--- src/shared/rcod_consts.svh ---
// register map, field positions and reset values of the reference clock divider
`ifndef RCOD_CONSTS_SVH
`define RCOD_CONSTS_SVH

// register byte offsets
`define RCOD_OFS_CTRL      8'h00
`define RCOD_OFS_DIV       8'h04
`define RCOD_OFS_TRIM      8'h08

// control low register fields
`define RCOD_BIT_EN        15
`define RCOD_BIT_SIDL      13
`define RCOD_BIT_OUT       12
`define RCOD_BIT_SLP       11
`define RCOD_BIT_SWEN      9
`define RCOD_BIT_ACT       8
`define RCOD_SEL_MSB       3
`define RCOD_SEL_LSB       0

// divisor and trim fields
`define RCOD_DIV_MSB       14
`define RCOD_DIV_LSB       0
`define RCOD_TRIM_MSB      15
`define RCOD_TRIM_LSB      7

// reset values
`define RCOD_RST_SEL       4'h0
`define RCOD_RST_DIV       15'h0000
`define RCOD_RST_TRIM      9'h000

// bus answers
`define RCOD_RESP_OKAY     2'h0
`define RCOD_RESP_SLVERR   2'h2

`endif

--- src/shared/rcod_pkg.sv ---
// types shared by the reference clock divider modules
`default_nettype none
package rcod_pkg;

    typedef enum logic [3:0] {
        RCOD_SRC_SYS   = 4'h0,
        RCOD_SRC_PERIPH = 4'h1,
        RCOD_SRC_PRIMARY = 4'h2,
        RCOD_SRC_FRC   = 4'h3,
        RCOD_SRC_LOW_POWER_RC_OSCILLATOR  = 4'h4,
        RCOD_SRC_SECONDARY_OSCILLATOR  = 4'h5,
        RCOD_SRC_PLL8  = 4'h6,
        RCOD_SRC_EXT   = 4'h8
    } rcod_src_t;

endpackage : rcod_pkg
`default_nettype wire

--- src/shared/rcod_div_if.sv ---
// carrier between source select, divider core and control
`default_nettype none
interface rcod_div_if #(
    parameter int DIV_W  = 15,
    parameter int TRIM_W = 9
);
    logic              base_tick;
    logic              base_level;
    logic              run;
    logic [DIV_W-1:0]  div_val;
    logic [TRIM_W-1:0] trim_val;
    logic              switch_req;
    logic              switch_done;
    logic              out_level;

    modport src (output base_tick, output base_level);
    modport gen (input base_tick, input base_level, input run,
                 input div_val, input trim_val, input switch_req,
                 output switch_done, output out_level);
    modport ctl (input out_level, input switch_done, output run,
                 output div_val, output trim_val, output switch_req);
endinterface : rcod_div_if
`default_nettype wire

--- src/core/rcod_src_select.sv ---
// base clock selection and rising edge detection
`default_nettype none
module rcod_src_select (
    input  wire logic       clk_sys_in,
    input  wire logic       reset_in,
    input  wire logic [3:0] sel_in,
    input  wire logic       peripheral_clock_in,
    input  wire logic       primary_osc_in,
    input  wire logic       fast_rc_oscillator_in,
    input  wire logic       low_power_rc_oscillator_in,
    input  wire logic       secondary_oscillator_in,
    input  wire logic       pll_8x_in,
    input  wire logic       external_reference_input_in,
    rcod_div_if.src         bus
);

    logic sys_toggle_reg;
    logic prev_reg;
    logic level;

    ////////////////////////////////////////////////////////////////////////
    // source mux, reserved codes give no clock
    always_comb begin
        unique case (rcod_pkg::rcod_src_t'(sel_in))
            rcod_pkg::RCOD_SRC_SYS:     level = sys_toggle_reg;
            rcod_pkg::RCOD_SRC_PERIPH:  level = peripheral_clock_in;
            rcod_pkg::RCOD_SRC_PRIMARY: level = primary_osc_in;
            rcod_pkg::RCOD_SRC_FRC:     level = fast_rc_oscillator_in;
            rcod_pkg::RCOD_SRC_LOW_POWER_RC_OSCILLATOR:    level = low_power_rc_oscillator_in;
            rcod_pkg::RCOD_SRC_SECONDARY_OSCILLATOR:    level = secondary_oscillator_in;
            rcod_pkg::RCOD_SRC_PLL8:    level = pll_8x_in;
            rcod_pkg::RCOD_SRC_EXT:     level = external_reference_input_in;
            default:                    level = 1'b0;
        endcase
    end

    always_ff @(posedge clk_sys_in or posedge reset_in) begin
        if (reset_in) begin
            sys_toggle_reg <= 1'b0;
            prev_reg       <= 1'b0;
        end else begin
            sys_toggle_reg <= ~sys_toggle_reg;
            prev_reg       <= level;
        end
    end

    assign bus.base_level = level;
    assign bus.base_tick  = level & ~prev_reg;

endmodule : rcod_src_select
`default_nettype wire

--- src/core/rcod_div_gen.sv ---
// fractional half-period divider core
`default_nettype none
module rcod_div_gen #(
    parameter int DIV_W  = 15,
    parameter int TRIM_W = 9
) (
    input  wire logic clk_sys_in,
    input  wire logic reset_in,
    rcod_div_if.gen   bus
);

    logic              out_reg;
    logic [DIV_W:0]    cnt_reg;
    logic [TRIM_W-1:0] frac_reg;
    logic [DIV_W-1:0]  div_act_reg;
    logic [TRIM_W-1:0] trim_act_reg;

    logic              go;
    logic              last;
    logic              apply;
    logic [DIV_W-1:0]  div_use;
    logic [TRIM_W-1:0] trim_use;
    logic              bypass;
    logic [TRIM_W:0]   frac_sum;
    logic [DIV_W:0]    half_len;

    ////////////////////////////////////////////////////////////////////////
    // keep running until the output is back low, so stops never glitch
    assign go       = bus.run | out_reg;
    assign last     = (cnt_reg <= {{DIV_W{1'b0}}, 1'b1});
    assign apply    = bus.switch_req
                    & (~go | (bus.base_tick & (last | ~|div_act_reg)));
    assign div_use  = apply ? bus.div_val : div_act_reg;
    assign trim_use = apply ? bus.trim_val : trim_act_reg;
    assign bypass   = ~|div_use;
    assign frac_sum = {1'b0, frac_reg} + {1'b0, trim_use};
    assign half_len = {1'b0, div_use}
                    + {{DIV_W{1'b0}}, frac_sum[TRIM_W]};

    ////////////////////////////////////////////////////////////////////////
    always_ff @(posedge clk_sys_in or posedge reset_in) begin
        if (reset_in) begin
            div_act_reg  <= '0;
            trim_act_reg <= '0;
        end else if (apply) begin
            div_act_reg  <= bus.div_val;
            trim_act_reg <= bus.trim_val;
        end
    end

    always_ff @(posedge clk_sys_in or posedge reset_in) begin
        if (reset_in) begin
            out_reg  <= 1'b0;
            cnt_reg  <= '0;
            frac_reg <= '0;
        end else if (~go) begin
            out_reg  <= 1'b0;
            cnt_reg  <= '0;
            frac_reg <= '0;
        end else if (bypass) begin
            out_reg  <= bus.base_level;
            cnt_reg  <= '0;
            frac_reg <= '0;
        end else if (bus.base_tick) begin
            if (last | apply) begin
                out_reg  <= ~out_reg;
                cnt_reg  <= half_len;
                frac_reg <= frac_sum[TRIM_W-1:0];
            end else begin
                cnt_reg <= cnt_reg - {{DIV_W{1'b0}}, 1'b1};
            end
        end
    end

    assign bus.switch_done = apply;
    assign bus.out_level   = out_reg;

endmodule : rcod_div_gen
`default_nettype wire

--- src/core/rcod_refclk_div.sv ---
// reference clock output divider: register slave, control and pin
//
// Summary of operation
// - the generator runs only while the module enable bit is set; here it runs on after the clear until the output is back low.
// - the pin carries the clock only while the pin output enable is set.
// - with stop-in-idle set the clock halts in Idle, else it keeps running.
// - with run-in-sleep set the clock runs in Sleep, else it stops there.
// - a 4-bit select picks the base clock; reserved codes give none.
// - a nonzero divisor N gives the base clock divided by 2N.
// - a zero divisor passes the base clock through and ignores the trim.
// - the period is twice the divisor plus trim, in base clocks.
// - the 9-bit trim is a fraction of 512 added to each half-period.
// - setting the switch bit loads divisor and trim; hardware clears it.
// - request active is set while the request is on, cleared after off.
// - the source changes only while request active is 0, without glitch.
//
// Added by the designer: the address map and the AXI4-Lite register port.
`default_nettype none
`include "rcod_consts.svh"
module rcod_refclk_div #(
    parameter int ADDR_W = 8,
    parameter int DIV_W  = 15,
    parameter int TRIM_W = 9
) (
    input  wire logic              clk_sys_in,
    input  wire logic              reset_in,
    input  wire logic [ADDR_W-1:0] s_axi_awaddr_in,
    input  wire logic              s_axi_awvalid_in,
    output logic                   s_axi_awready_out,
    input  wire logic [31:0]       s_axi_wdata_in,
    input  wire logic [3:0]        s_axi_wstrb_in,
    input  wire logic              s_axi_wvalid_in,
    output logic                   s_axi_wready_out,
    output logic [1:0]             s_axi_bresp_out,
    output logic                   s_axi_bvalid_out,
    input  wire logic              s_axi_bready_in,
    input  wire logic [ADDR_W-1:0] s_axi_araddr_in,
    input  wire logic              s_axi_arvalid_in,
    output logic                   s_axi_arready_out,
    output logic [31:0]            s_axi_rdata_out,
    output logic [1:0]             s_axi_rresp_out,
    output logic                   s_axi_rvalid_out,
    input  wire logic              s_axi_rready_in,
    input  wire logic              idle_mode_in,
    input  wire logic              sleep_mode_in,
    input  wire logic              peripheral_clock_in,
    input  wire logic              primary_osc_in,
    input  wire logic              fast_rc_oscillator_in,
    input  wire logic              low_power_rc_oscillator_in,
    input  wire logic              secondary_oscillator_in,
    input  wire logic              pll_8x_in,
    input  wire logic              external_reference_input_in,
    output logic                   reference_output_pin_out
);

    ////////////////////////////////////////////////////////////////////////
    // control state
    logic              en_reg;
    logic              sidl_reg;
    logic              out_en_reg;
    logic              slp_reg;
    logic              swen_reg;
    logic              active_reg;
    logic [3:0]        sel_reg;
    logic [3:0]        eff_sel_reg;
    logic [DIV_W-1:0]  div_reg;
    logic [TRIM_W-1:0] trim_reg;
    logic              pin_reg;

    // bus state
    logic              aw_hold_reg;
    logic [ADDR_W-1:0] awaddr_reg;
    logic              w_hold_reg;
    logic [31:0]       wdata_reg;
    logic [3:0]        wstrb_reg;
    logic              bvalid_reg;
    logic [1:0]        bresp_reg;
    logic              rvalid_reg;
    logic [31:0]       rdata_reg;
    logic [1:0]        rresp_reg;

    rcod_div_if #(.DIV_W(DIV_W), .TRIM_W(TRIM_W)) div_bus ();

    ////////////////////////////////////////////////////////////////////////
    // sub-blocks
    rcod_src_select u_src (
        .clk_sys_in                 (clk_sys_in),
        .reset_in                   (reset_in),
        .sel_in                     (eff_sel_reg),
        .peripheral_clock_in        (peripheral_clock_in),
        .primary_osc_in             (primary_osc_in),
        .fast_rc_oscillator_in      (fast_rc_oscillator_in),
        .low_power_rc_oscillator_in (low_power_rc_oscillator_in),
        .secondary_oscillator_in    (secondary_oscillator_in),
        .pll_8x_in                  (pll_8x_in),
        .external_reference_input_in(external_reference_input_in),
        .bus                        (div_bus.src)
    );

    rcod_div_gen #(.DIV_W(DIV_W), .TRIM_W(TRIM_W)) u_gen (
        .clk_sys_in(clk_sys_in),
        .reset_in  (reset_in),
        .bus       (div_bus.gen)
    );

    ////////////////////////////////////////////////////////////////////////
    // run gating by power modes
    logic idle_stop;
    logic sleep_stop;

    assign idle_stop  = idle_mode_in & sidl_reg;
    assign sleep_stop = sleep_mode_in & ~slp_reg;
    assign div_bus.run = active_reg & en_reg & ~idle_stop
                       & ~sleep_stop;
    assign div_bus.div_val    = div_reg;
    assign div_bus.trim_val   = trim_reg;
    assign div_bus.switch_req = swen_reg;

    ////////////////////////////////////////////////////////////////////////
    // write channel decode
    logic [15:0] ctrl_val;
    logic [15:0] div_reg_val;
    logic [15:0] trim_reg_val;
    logic        do_write;
    logic [15:0] wr_old;
    logic [15:0] wr_val;
    logic        wr_ctrl;
    logic        wr_div;
    logic        wr_trim;
    logic        wr_hit;
    logic [7:0]  wr_word;

    assign s_axi_awready_out = ~aw_hold_reg & ~bvalid_reg;
    assign s_axi_wready_out  = ~w_hold_reg & ~bvalid_reg;
    assign do_write = aw_hold_reg & w_hold_reg & ~bvalid_reg;
    assign wr_word  = 8'(awaddr_reg) & 8'hFC;
    assign wr_ctrl  = do_write & (wr_word == `RCOD_OFS_CTRL);
    assign wr_div   = do_write & (wr_word == `RCOD_OFS_DIV);
    assign wr_trim  = do_write & (wr_word == `RCOD_OFS_TRIM);
    assign wr_hit   = (wr_word == `RCOD_OFS_CTRL)
                    | (wr_word == `RCOD_OFS_DIV)
                    | (wr_word == `RCOD_OFS_TRIM);
    assign wr_old   = (wr_word == `RCOD_OFS_DIV)  ? div_reg_val
                    : (wr_word == `RCOD_OFS_TRIM) ? trim_reg_val
                    : ctrl_val;
    assign wr_val   = {wstrb_reg[1] ? wdata_reg[15:8] : wr_old[15:8],
                       wstrb_reg[0] ? wdata_reg[7:0]  : wr_old[7:0]};

    ////////////////////////////////////////////////////////////////////////
    // register read views
    assign ctrl_val = {en_reg, 1'b0, sidl_reg, out_en_reg, slp_reg, 1'b0,
                       swen_reg, active_reg, 4'h0, sel_reg};
    assign div_reg_val  = {1'b0, div_reg};
    assign trim_reg_val = {trim_reg, 7'h00};

    ////////////////////////////////////////////////////////////////////////
    // write address and data capture, either order
    always_ff @(posedge clk_sys_in or posedge reset_in) begin
        if (reset_in) begin
            aw_hold_reg <= 1'b0;
            awaddr_reg  <= '0;
        end else if (s_axi_awvalid_in & s_axi_awready_out) begin
            aw_hold_reg <= 1'b1;
            awaddr_reg  <= s_axi_awaddr_in;
        end else if (do_write) begin
            aw_hold_reg <= 1'b0;
        end
    end

    always_ff @(posedge clk_sys_in or posedge reset_in) begin
        if (reset_in) begin
            w_hold_reg <= 1'b0;
            wdata_reg  <= 32'h00000000;
            wstrb_reg  <= 4'h0;
        end else if (s_axi_wvalid_in & s_axi_wready_out) begin
            w_hold_reg <= 1'b1;
            wdata_reg  <= s_axi_wdata_in;
            wstrb_reg  <= s_axi_wstrb_in;
        end else if (do_write) begin
            w_hold_reg <= 1'b0;
        end
    end

    always_ff @(posedge clk_sys_in or posedge reset_in) begin
        if (reset_in) begin
            bvalid_reg <= 1'b0;
            bresp_reg  <= `RCOD_RESP_OKAY;
        end else if (do_write) begin
            bvalid_reg <= 1'b1;
            bresp_reg  <= wr_hit ? `RCOD_RESP_OKAY : `RCOD_RESP_SLVERR;
        end else if (s_axi_bready_in) begin
            bvalid_reg <= 1'b0;
        end
    end

    assign s_axi_bvalid_out = bvalid_reg;
    assign s_axi_bresp_out  = bresp_reg;

    ////////////////////////////////////////////////////////////////////////
    // read channel
    logic [7:0]  rd_word;
    logic [15:0] rd_val;
    logic        rd_hit;

    assign s_axi_arready_out = ~rvalid_reg;
    assign rd_word = 8'(s_axi_araddr_in) & 8'hFC;
    assign rd_hit  = (rd_word == `RCOD_OFS_CTRL)
                   | (rd_word == `RCOD_OFS_DIV)
                   | (rd_word == `RCOD_OFS_TRIM);
    assign rd_val  = (rd_word == `RCOD_OFS_CTRL) ? ctrl_val
                   : (rd_word == `RCOD_OFS_DIV)  ? div_reg_val
                   : (rd_word == `RCOD_OFS_TRIM) ? trim_reg_val
                   : 16'h0000;

    always_ff @(posedge clk_sys_in or posedge reset_in) begin
        if (reset_in) begin
            rvalid_reg <= 1'b0;
            rdata_reg  <= 32'h00000000;
            rresp_reg  <= `RCOD_RESP_OKAY;
        end else if (s_axi_arvalid_in & s_axi_arready_out) begin
            rvalid_reg <= 1'b1;
            rdata_reg  <= {16'h0000, rd_val};
            rresp_reg  <= rd_hit ? `RCOD_RESP_OKAY : `RCOD_RESP_SLVERR;
        end else if (s_axi_rready_in) begin
            rvalid_reg <= 1'b0;
        end
    end

    assign s_axi_rvalid_out = rvalid_reg;
    assign s_axi_rdata_out  = rdata_reg;
    assign s_axi_rresp_out  = rresp_reg;

    ////////////////////////////////////////////////////////////////////////
    // control register
    always_ff @(posedge clk_sys_in or posedge reset_in) begin
        if (reset_in) begin
            en_reg     <= 1'b0;
            sidl_reg   <= 1'b0;
            out_en_reg <= 1'b0;
            slp_reg    <= 1'b0;
            sel_reg    <= `RCOD_RST_SEL;
        end else if (wr_ctrl) begin
            en_reg     <= wr_val[`RCOD_BIT_EN];
            sidl_reg   <= wr_val[`RCOD_BIT_SIDL];
            out_en_reg <= wr_val[`RCOD_BIT_OUT];
            slp_reg    <= wr_val[`RCOD_BIT_SLP];
            sel_reg    <= wr_val[`RCOD_SEL_MSB:`RCOD_SEL_LSB];
        end
    end

    // switch bit: software set wins over the hardware clear
    always_ff @(posedge clk_sys_in or posedge reset_in) begin
        if (reset_in) begin
            swen_reg <= 1'b0;
        end else if (wr_ctrl & wr_val[`RCOD_BIT_SWEN]) begin
            swen_reg <= 1'b1;
        end else if (div_bus.switch_done) begin
            swen_reg <= 1'b0;
        end
    end

    // divisor and trim staging, applied only through the switch
    always_ff @(posedge clk_sys_in or posedge reset_in) begin
        if (reset_in) begin
            div_reg  <= `RCOD_RST_DIV;
            trim_reg <= `RCOD_RST_TRIM;
        end else begin
            if (wr_div) begin
                div_reg <= wr_val[`RCOD_DIV_MSB:`RCOD_DIV_LSB];
            end
            if (wr_trim) begin
                trim_reg <= wr_val[`RCOD_TRIM_MSB:`RCOD_TRIM_LSB];
            end
        end
    end

    ////////////////////////////////////////////////////////////////////////
    // request active: on with enable, off once the output has come to rest
    always_ff @(posedge clk_sys_in or posedge reset_in) begin
        if (reset_in) begin
            active_reg <= 1'b0;
        end else if (en_reg) begin
            active_reg <= 1'b1;
        end else if (~div_bus.out_level) begin
            active_reg <= 1'b0;
        end
    end

    // source seen by the divider only changes while the request is off
    logic [3:0] sel_next;

    assign sel_next = wr_ctrl ? wr_val[`RCOD_SEL_MSB:`RCOD_SEL_LSB] : sel_reg;

    always_ff @(posedge clk_sys_in or posedge reset_in) begin
        if (reset_in) begin
            eff_sel_reg <= `RCOD_RST_SEL;
        end else if (~active_reg & ~en_reg) begin
            eff_sel_reg <= sel_next;
        end
    end

    ////////////////////////////////////////////////////////////////////////
    // output pin, low whenever request active or pin drive is off
    always_ff @(posedge clk_sys_in or posedge reset_in) begin
        if (reset_in) begin
            pin_reg <= 1'b0;
        end else begin
            pin_reg <= out_en_reg & active_reg & div_bus.out_level;
        end
    end

    assign reference_output_pin_out = pin_reg;

endmodule : rcod_refclk_div
`default_nettype wire

--- config.mk ---
export PLATFORM = sky130hd
export DESIGN_NAME = rcod_refclk_div
export DESIGN_NICKNAME = d
export VERILOG_FILES = /design/src/shared/rcod_pkg.sv /design/src/shared/rcod_div_if.sv /design/src/core/rcod_src_select.sv /design/src/core/rcod_div_gen.sv /design/src/core/rcod_refclk_div.sv
export VERILOG_INCLUDE_DIRS = /design/src /design/src/shared
export SDC_FILE = /design/constraint.sdc
export NUM_CORES = 1
export LEC_CHECK = 0
export BUFFER_PORTS_ARGS = -buffer_cell sky130_fd_sc_hd__buf_4
export CAP_MARGIN = 0
export CELL_PAD_IN_SITES_DETAIL_PLACEMENT = 1
export CELL_PAD_IN_SITES_GLOBAL_PLACEMENT = 2
export CORE_MARGIN = 4
export CORE_UTILIZATION = 36
export DETAILED_ROUTE_END_ITERATION = 10
export HOLD_SLACK_MARGIN = 0.08
export PLACE_DENSITY = 0.77
export SETUP_SLACK_MARGIN = 0.5
export SYNTH_ARGS = -nofsm -noshare
export SYNTH_HDL_FRONTEND = slang
export SYNTH_SLANG_ARGS = --single-unit
--- constraint.sdc ---
create_clock -name clk_sys_in -period 5.8 [get_ports clk_sys_in]
set_clock_uncertainty 0.1 [all_clocks]
set_input_delay 1.74 -clock clk_sys_in [delete_from_list [all_inputs] [get_ports clk_sys_in]]
set_output_delay 1.74 -clock clk_sys_in [all_outputs]
set_load 0.03 [all_outputs]
; Word-level counts from Yosys, hierarchy flattened
; Cells that the tools add are included.
; W data, S select, Z words.
[classes]
addsub = 3
n_lt_le_gt_ge = 1
n_eq_ne = 15
mux = 36
bitwise_logic = 43
n_reduce_logical = 13
[ops]
columns = op, count
row1 = $mux W16, 9
row2 = $mux W9, 5
row3 = $reduce_or A15 Y1, 2
row4 = $and A1 B1 Y1, 22
row5 = $add A15 B1 Y16, 1
row6 = $le A16 B1 Y1 const B, 1
row7 = $logic_not A8 Y1, 2
row8 = $mux W8, 2
row9 = $sub A16 B1 Y16 const B, 1
row10 = $mux W1, 15
row11 = $mux W15, 1
row12 = $not A1 Y1, 13
row13 = $eq A4 B3 Y1 const B, 3
row14 = $eq A6 B1 Y1 const B, 2
row15 = $eq A6 B2 Y1 const B, 2
row16 = $add A9 B9 Y10, 1
row17 = $reduce_bool A2 Y1, 5
row18 = $eq A4 B2 Y1 const B, 2
row19 = $or A1 B1 Y1, 8
row20 = $pmux W1 S8, 1
row21 = $eq A4 B1 Y1 const B, 1
row22 = $eq A4 B4 Y1 const B, 1
row23 = $logic_not A4 Y1, 1
row24 = $mux W2, 2
row25 = other kinds (6), 8
[word_totals]
reg_bits = 141
output_inout_bits = 42
wordCells = 140

; Logic depth before layout (Yosys ltp)
[logic_depth]
word_depth = 15
ltp_mapped = 26

; Hierarchy
; From an unflattened synthesis, not the netlist that was laid out.
[hier_totals]
cells_unflattened = 760
area_unflattened_um2 = 7405.9
[by_module_without_submodules]
columns = module, instances, cells_each, area_per_inst_um2
row1 = rcod_refclk_div, 1, 342, 3867.5
row2 = rcod_div_gen, 1, 398, 3372.0
row3 = rcod_src_select, 1, 20, 166.4

; Least setup slack after synthesis
; OpenSTA, ideal clock, no wires.
[synth_timing]
kind = input to register
from = in pll_8x_in
to = reg u_gen.cnt_reg[15]
t_arrival_ps = 6107
path_slack_ps = -543
path_stages = 25
path_buffers = 4
cell_sequence = and4b_1 o21ai_0 o2111ai_1 o211ai_4 buf_6 buf_2 buf_1 mux2_2 ha_1 a21o_1 a21oi_1 o21ai_0 a21oi_1 o21ai_0 a21o_1 a21o_1 ha_1 clkbuf_1 nand4_1 nor2_1 nand3_1 nor3b_1 o21ai_0 a2bb2oi_1 a21oi_1
[synth_between]
elab_chain_cells = 12
elab_cells_between_ends = 16
[synth_lines]
columns = item, line_no
row1 = "start, declared", rcod_refclk_div.sv:51  ; input wire logic pll_8x_in,
row2 = $pmux W1 S8, rcod_src_select.sv:24  ; unique case (rcod_pkg::rcod_src_t'(sel_in))
row3 = $and A1 B1 Y1, rcod_src_select.sv:48  ; assign bus.base_tick = level & ~prev_reg;
row4 = $and A1 B1 Y1, rcod_div_gen.sv:32  ; & (~go | (bus.base_tick & (last | ~|div_act_reg)));
row5 = $or A1 B1 Y1, rcod_div_gen.sv:32
row6 = $and A1 B1 Y1, rcod_div_gen.sv:32
row7 = $mux W9, -
row8 = named net u_gen.trim_use[0], rcod_div_gen.sv:22  ; logic [TRIM_W-1:0] trim_use;
row9 = $add A9 B9 Y10, rcod_div_gen.sv:36  ; assign frac_sum = {1'b0, frac_reg} + {1'b0, trim_use};
row10 = $add A15 B1 Y16, rcod_div_gen.sv:38  ; + {{DIV_W{1'b0}}, frac_sum[TRIM_W]};
row11 = $mux W16, rcod_div_gen.sv:65  ; if (last | apply) begin
row12 = $mux W16, rcod_div_gen.sv:64  ; end else if (bus.base_tick) begin
row13 = $mux W16, rcod_div_gen.sv:60  ; end else if (bypass) begin
row14 = $mux W16, rcod_div_gen.sv:56  ; end else if (~go) begin
row15 = "end signal, assigned", rcod_div_gen.sv:67  ; cnt_reg <= half_len;
row16 = "end signal, assigned", rcod_div_gen.sv:70  ; cnt_reg <= cnt_reg - {{DIV_W{1'b0}}, 1'b1};
row17 = "end, declared", rcod_div_gen.sv:13  ; logic [DIV_W:0] cnt_reg;
; The timed path passes the listed nets, and every way through them passes these cells. The select of a mux whose other input is x is not followed.
; A chain may end at the register's enable or synchronous reset.

; Worst setup path after layout
[layout_timing]
from = in fast_rc_oscillator_in
to = reg u_gen.cnt_reg[7]
[layout_between]
elab_chain_cells = 12
elab_cells_between_ends = 16
[layout_lines]
columns = item, line_no
row1 = "start, declared", rcod_refclk_div.sv:48  ; input wire logic fast_rc_oscillator_in,
row2 = $pmux W1 S8, rcod_src_select.sv:24
row3 = $and A1 B1 Y1, rcod_src_select.sv:48
row4 = $and A1 B1 Y1, rcod_div_gen.sv:32
row5 = $or A1 B1 Y1, rcod_div_gen.sv:32
row6 = $and A1 B1 Y1, rcod_div_gen.sv:32
row7 = $mux W9, -
row8 = named net u_gen.trim_use[1], rcod_div_gen.sv:22
row9 = $add A9 B9 Y10, rcod_div_gen.sv:36
row10 = $add A15 B1 Y16, rcod_div_gen.sv:38
row11 = $mux W16, rcod_div_gen.sv:65
row12 = $mux W16, rcod_div_gen.sv:64
row13 = $mux W16, rcod_div_gen.sv:60
row14 = $mux W16, rcod_div_gen.sv:56
; The timed path passes the listed nets, and every way through them passes these cells. The select of a mux whose other input is x is not followed.

==> flow_summary.yaml <==
timing:
  worstMarginPinSlew_ns: 0.9546
  post-route-min-period_ns: 5.262
  setup_viol: 0
  rsz0062_at_grt: "yes"
  hold_viol_final: 0
  final_max_slew_viol_count: 0
  max_freq_mhz: 190.0
  slew_headroom: 0.3636
  min_period_over_period: 0.9073
critical_path:
  crit_top_cell: "a21oi_2"
  critPathKind: "in -> reg"
  cp.required_ns: 6.05
  startpoint: "fast_rc_oscillator_in"
  max_stage_delay_ns: 0.51
  reg2reg_from: "u_gen.cnt_reg[6]"
  endpoint_kind: "flip-flop"
  critPathMaxFanout: 5
  crit_family: "compound AO/OA/AOI/OAI gates"
  r2r_slack_ns: 0.91
  slowest_stage: "or4_4"
  rr_worst_depth: 21
  arrival_ns: 5.52
  r2r_end: "u_gen.cnt_reg[7]"
  crit_buf_inv: 3
  path_cells: "buf_6 -> mux2i_4 -> or4_4 -> o2111ai_4 -> o211ai_4 -> mux2_4 -> ha_4 -> a21o_1 -> a21oi_2 -> o21ai_2 -> a21oi_2 -> o21ai_2 -> a21o_1 -> a21o_4 -> ha_4 -> nand4_1 -> buf_4 -> buf_12 -> mux2i_4 -> xnor2_2 -> a211o_1 -> a21oi_2"
  crit_path_start_kind: "input port"
die:
  die_w_um: 151.4
  start_util: 0.3658
  pin_count: 110
  fp.dieArea_um2: 22920
  die_y_um: 151.4
  core_um2: 20230
  row_count: 52
synthesis:
  yosysWarnings: 0
  yosysSeqAreaShare: 0.4632
  synthFlopType: "dfrtp_1"
  synth_top_area_frac: 0.4632
  syn_area_um2: 7402
  synth_cells: 757
  avgSynthCellArea_um2: 9.778
  synthTopCellsByCount: "dfrtp_1, nand2_1, mux2_2"
  synth_edf_count: 0
  yosysTopAreaCell: "dfrtp_1"
  ys_types: 66
  ys_ff_latch: 137
  yosys-top-cells-area: "dfrtp_1, mux2_2, nand2_1, a21oi_1, o21ai_0"
  postSynth.asyncResetShare: 1.000
  yosysMostFrequentCell: "dfrtp_1"
clocking:
  numCtsBuffers: 17
  clk_path_buf_depth: 2
  cts_root_buf: "clkbuf_16"
  clkTransAtPathRegs_ns: 0.06
  clkLatencyLatePin_ns: 0.42
  clock_sinks: 137
  htreeDepth: 4
  cts_tree: "done"
grt:
  grt_pass1_wl_um: 35520
  overflow: 0
  grtUsageTotal: 0.2005
  grt_max_degree: 108
  antenna_found_initial: 0
  grt_pass1_vias: 6516
placement:
  portBuffers: 69
  hpwlAfterDp_um: 15610
  gp_congestion: 0.8063
  dpl_cell_area_um2: 8253
worst_hold_path:
  hp-start: "u_src.sys_toggle_reg"
  min_path_cells: 1
  whs_endpoint: "u_src.sys_toggle_reg"
  min_path_type: "reg -> reg"
route:
  drt_iter0_drc: 300
  routed-via-count: 5974
  first_pass_iters: 5
  wl_met1_um: 9888
  postRouteAntennaNets: 0
  drc: 0
  top_layer_used: "met4"
  totalWireLength_um: 21940
  vias_per_cell: 5.372
  wl_met2_um: 10880
  wl_per_cell_um: 19.73
  route.met3.wl_um: 885
finish:
  nNetsFinal: 911
  drive_gt1_frac: 0.2957
  finalInstanceArea_um2: 9144
  syn2layout_area_growth_pct: 23.53
  antennaDiodeCount: 0
power:
  powerDensity_nw_per_um2: 422.7
  power.total_uw: 3866
  p_leak_uw: 0.004167
  peakVddDrop_mv: 0.1934
outcome:
  outcome: "complete, no violations"
flow_run:
  drv_cap: 0
metal layers:
layer | vias up | global-route usage
met5 | - | 0
met4 | 0 | 0.06210
met3 | 23 | 0.03800
met2 | 125 | 0.3281
met1 | 3022 | 0.2692
li1 | 2804 | -
cells by family (layout without fill, tap and decap cells):
family / Yosys count / count (layout) / synth area share
other cells: 1 / 18 / 0.0005066
simple gates: 253 / 253 / 0.1673
compound gates: 161 / 161 / 0.1346
flops: 137 / 137 / 0.4632
buf+inv: 84 / 152 / 0.05493
xor+xnor: 18 / 18 / 0.02130
fa+ha+maj: 14 / 14 / 0.02468
mux: 89 / 89 / 0.1335
power breakdown:
part / switching, µW / total [µW] / internal [µW]
Clock: 444 / 1180 / 736
Sequential: 332 / 1510 / 1180
Combinational: 715 / 1170 / 456
cell usage in the layout (no fill, tap or decap), types with 6 or more instances in the layout:
master     count
buf_4         93
nor4_1         9
mux2_2        66
inv_1         19
clkbuf_16     17
nand3_1       16
ha_1           8
mux2i_1       18
a21o_1         6
o21ai_0       37
nor2b_1        6
a31oi_1        7
conb_1        18
nand2_1       91
a21oi_1       53
a221oi_1       8
and3_1         7
xor2_1        12
nand2b_1       6
dfrtp_1      137
nor3_1        15
nor2_1        51
nand4_1        8
stage by stage:
| step | setup slack [ns] | hold WS (ns) | instances | utilization | setup TNS, ns |
|---|---|---|---|---|---|
| after global placement | 0.04586 | 0.3110 | 1073 | 0.4079 | 0 |
| after detailed placement | -0.05910 | 0.3399 | 1073 | 0.4079 | -0.1826 |
| after floorplan | -0.009162 | 0.2936 | 774 | - | -0.009162 |
| after CTS | 0.4174 | 0.3477 | 1109 | 0.4464 | 0 |
| final | 0.5376 | 0.3473 | 1112 | 0.4519 | 0 |
| after global routing | 0.3795 | 0.3538 | 1112 | 0.4519 | 0 |
how the worst max path moves through the flow:
stage,to,cells past startpoint
after global placement,u_gen.cnt_reg[14],22
final,u_gen.cnt_reg[7],22
after detailed placement,u_gen.cnt_reg[12],22
after global routing,u_gen.cnt_reg[12],22
after CTS,u_gen.cnt_reg[13],22
after floorplan,u_gen.cnt_reg[14],25
layout make-up:
| type | count | area, µm² |
|---|---|---|
| well taps | 270 | 337.8 |
| multi-input cells | 553 | 3870 |
| repair buffers | 100 | 794.5 |
| flip-flops and latches | 137 | 3428 |
| inverters | 20 | 78.83 |
| fillers | 2244 | 11090 |
| clock inverters | 13 | 191.4 |
| clock buffers | 19 | 442.9 |
repair_timing:
action	CTS	global route
setup endpoints to repair	10	12
pin swaps	25	16
setup buffers	4	3
resized for setup	20	20
hold buffers	0	0
No activity file was read; power rests on OpenSTA's default activity.
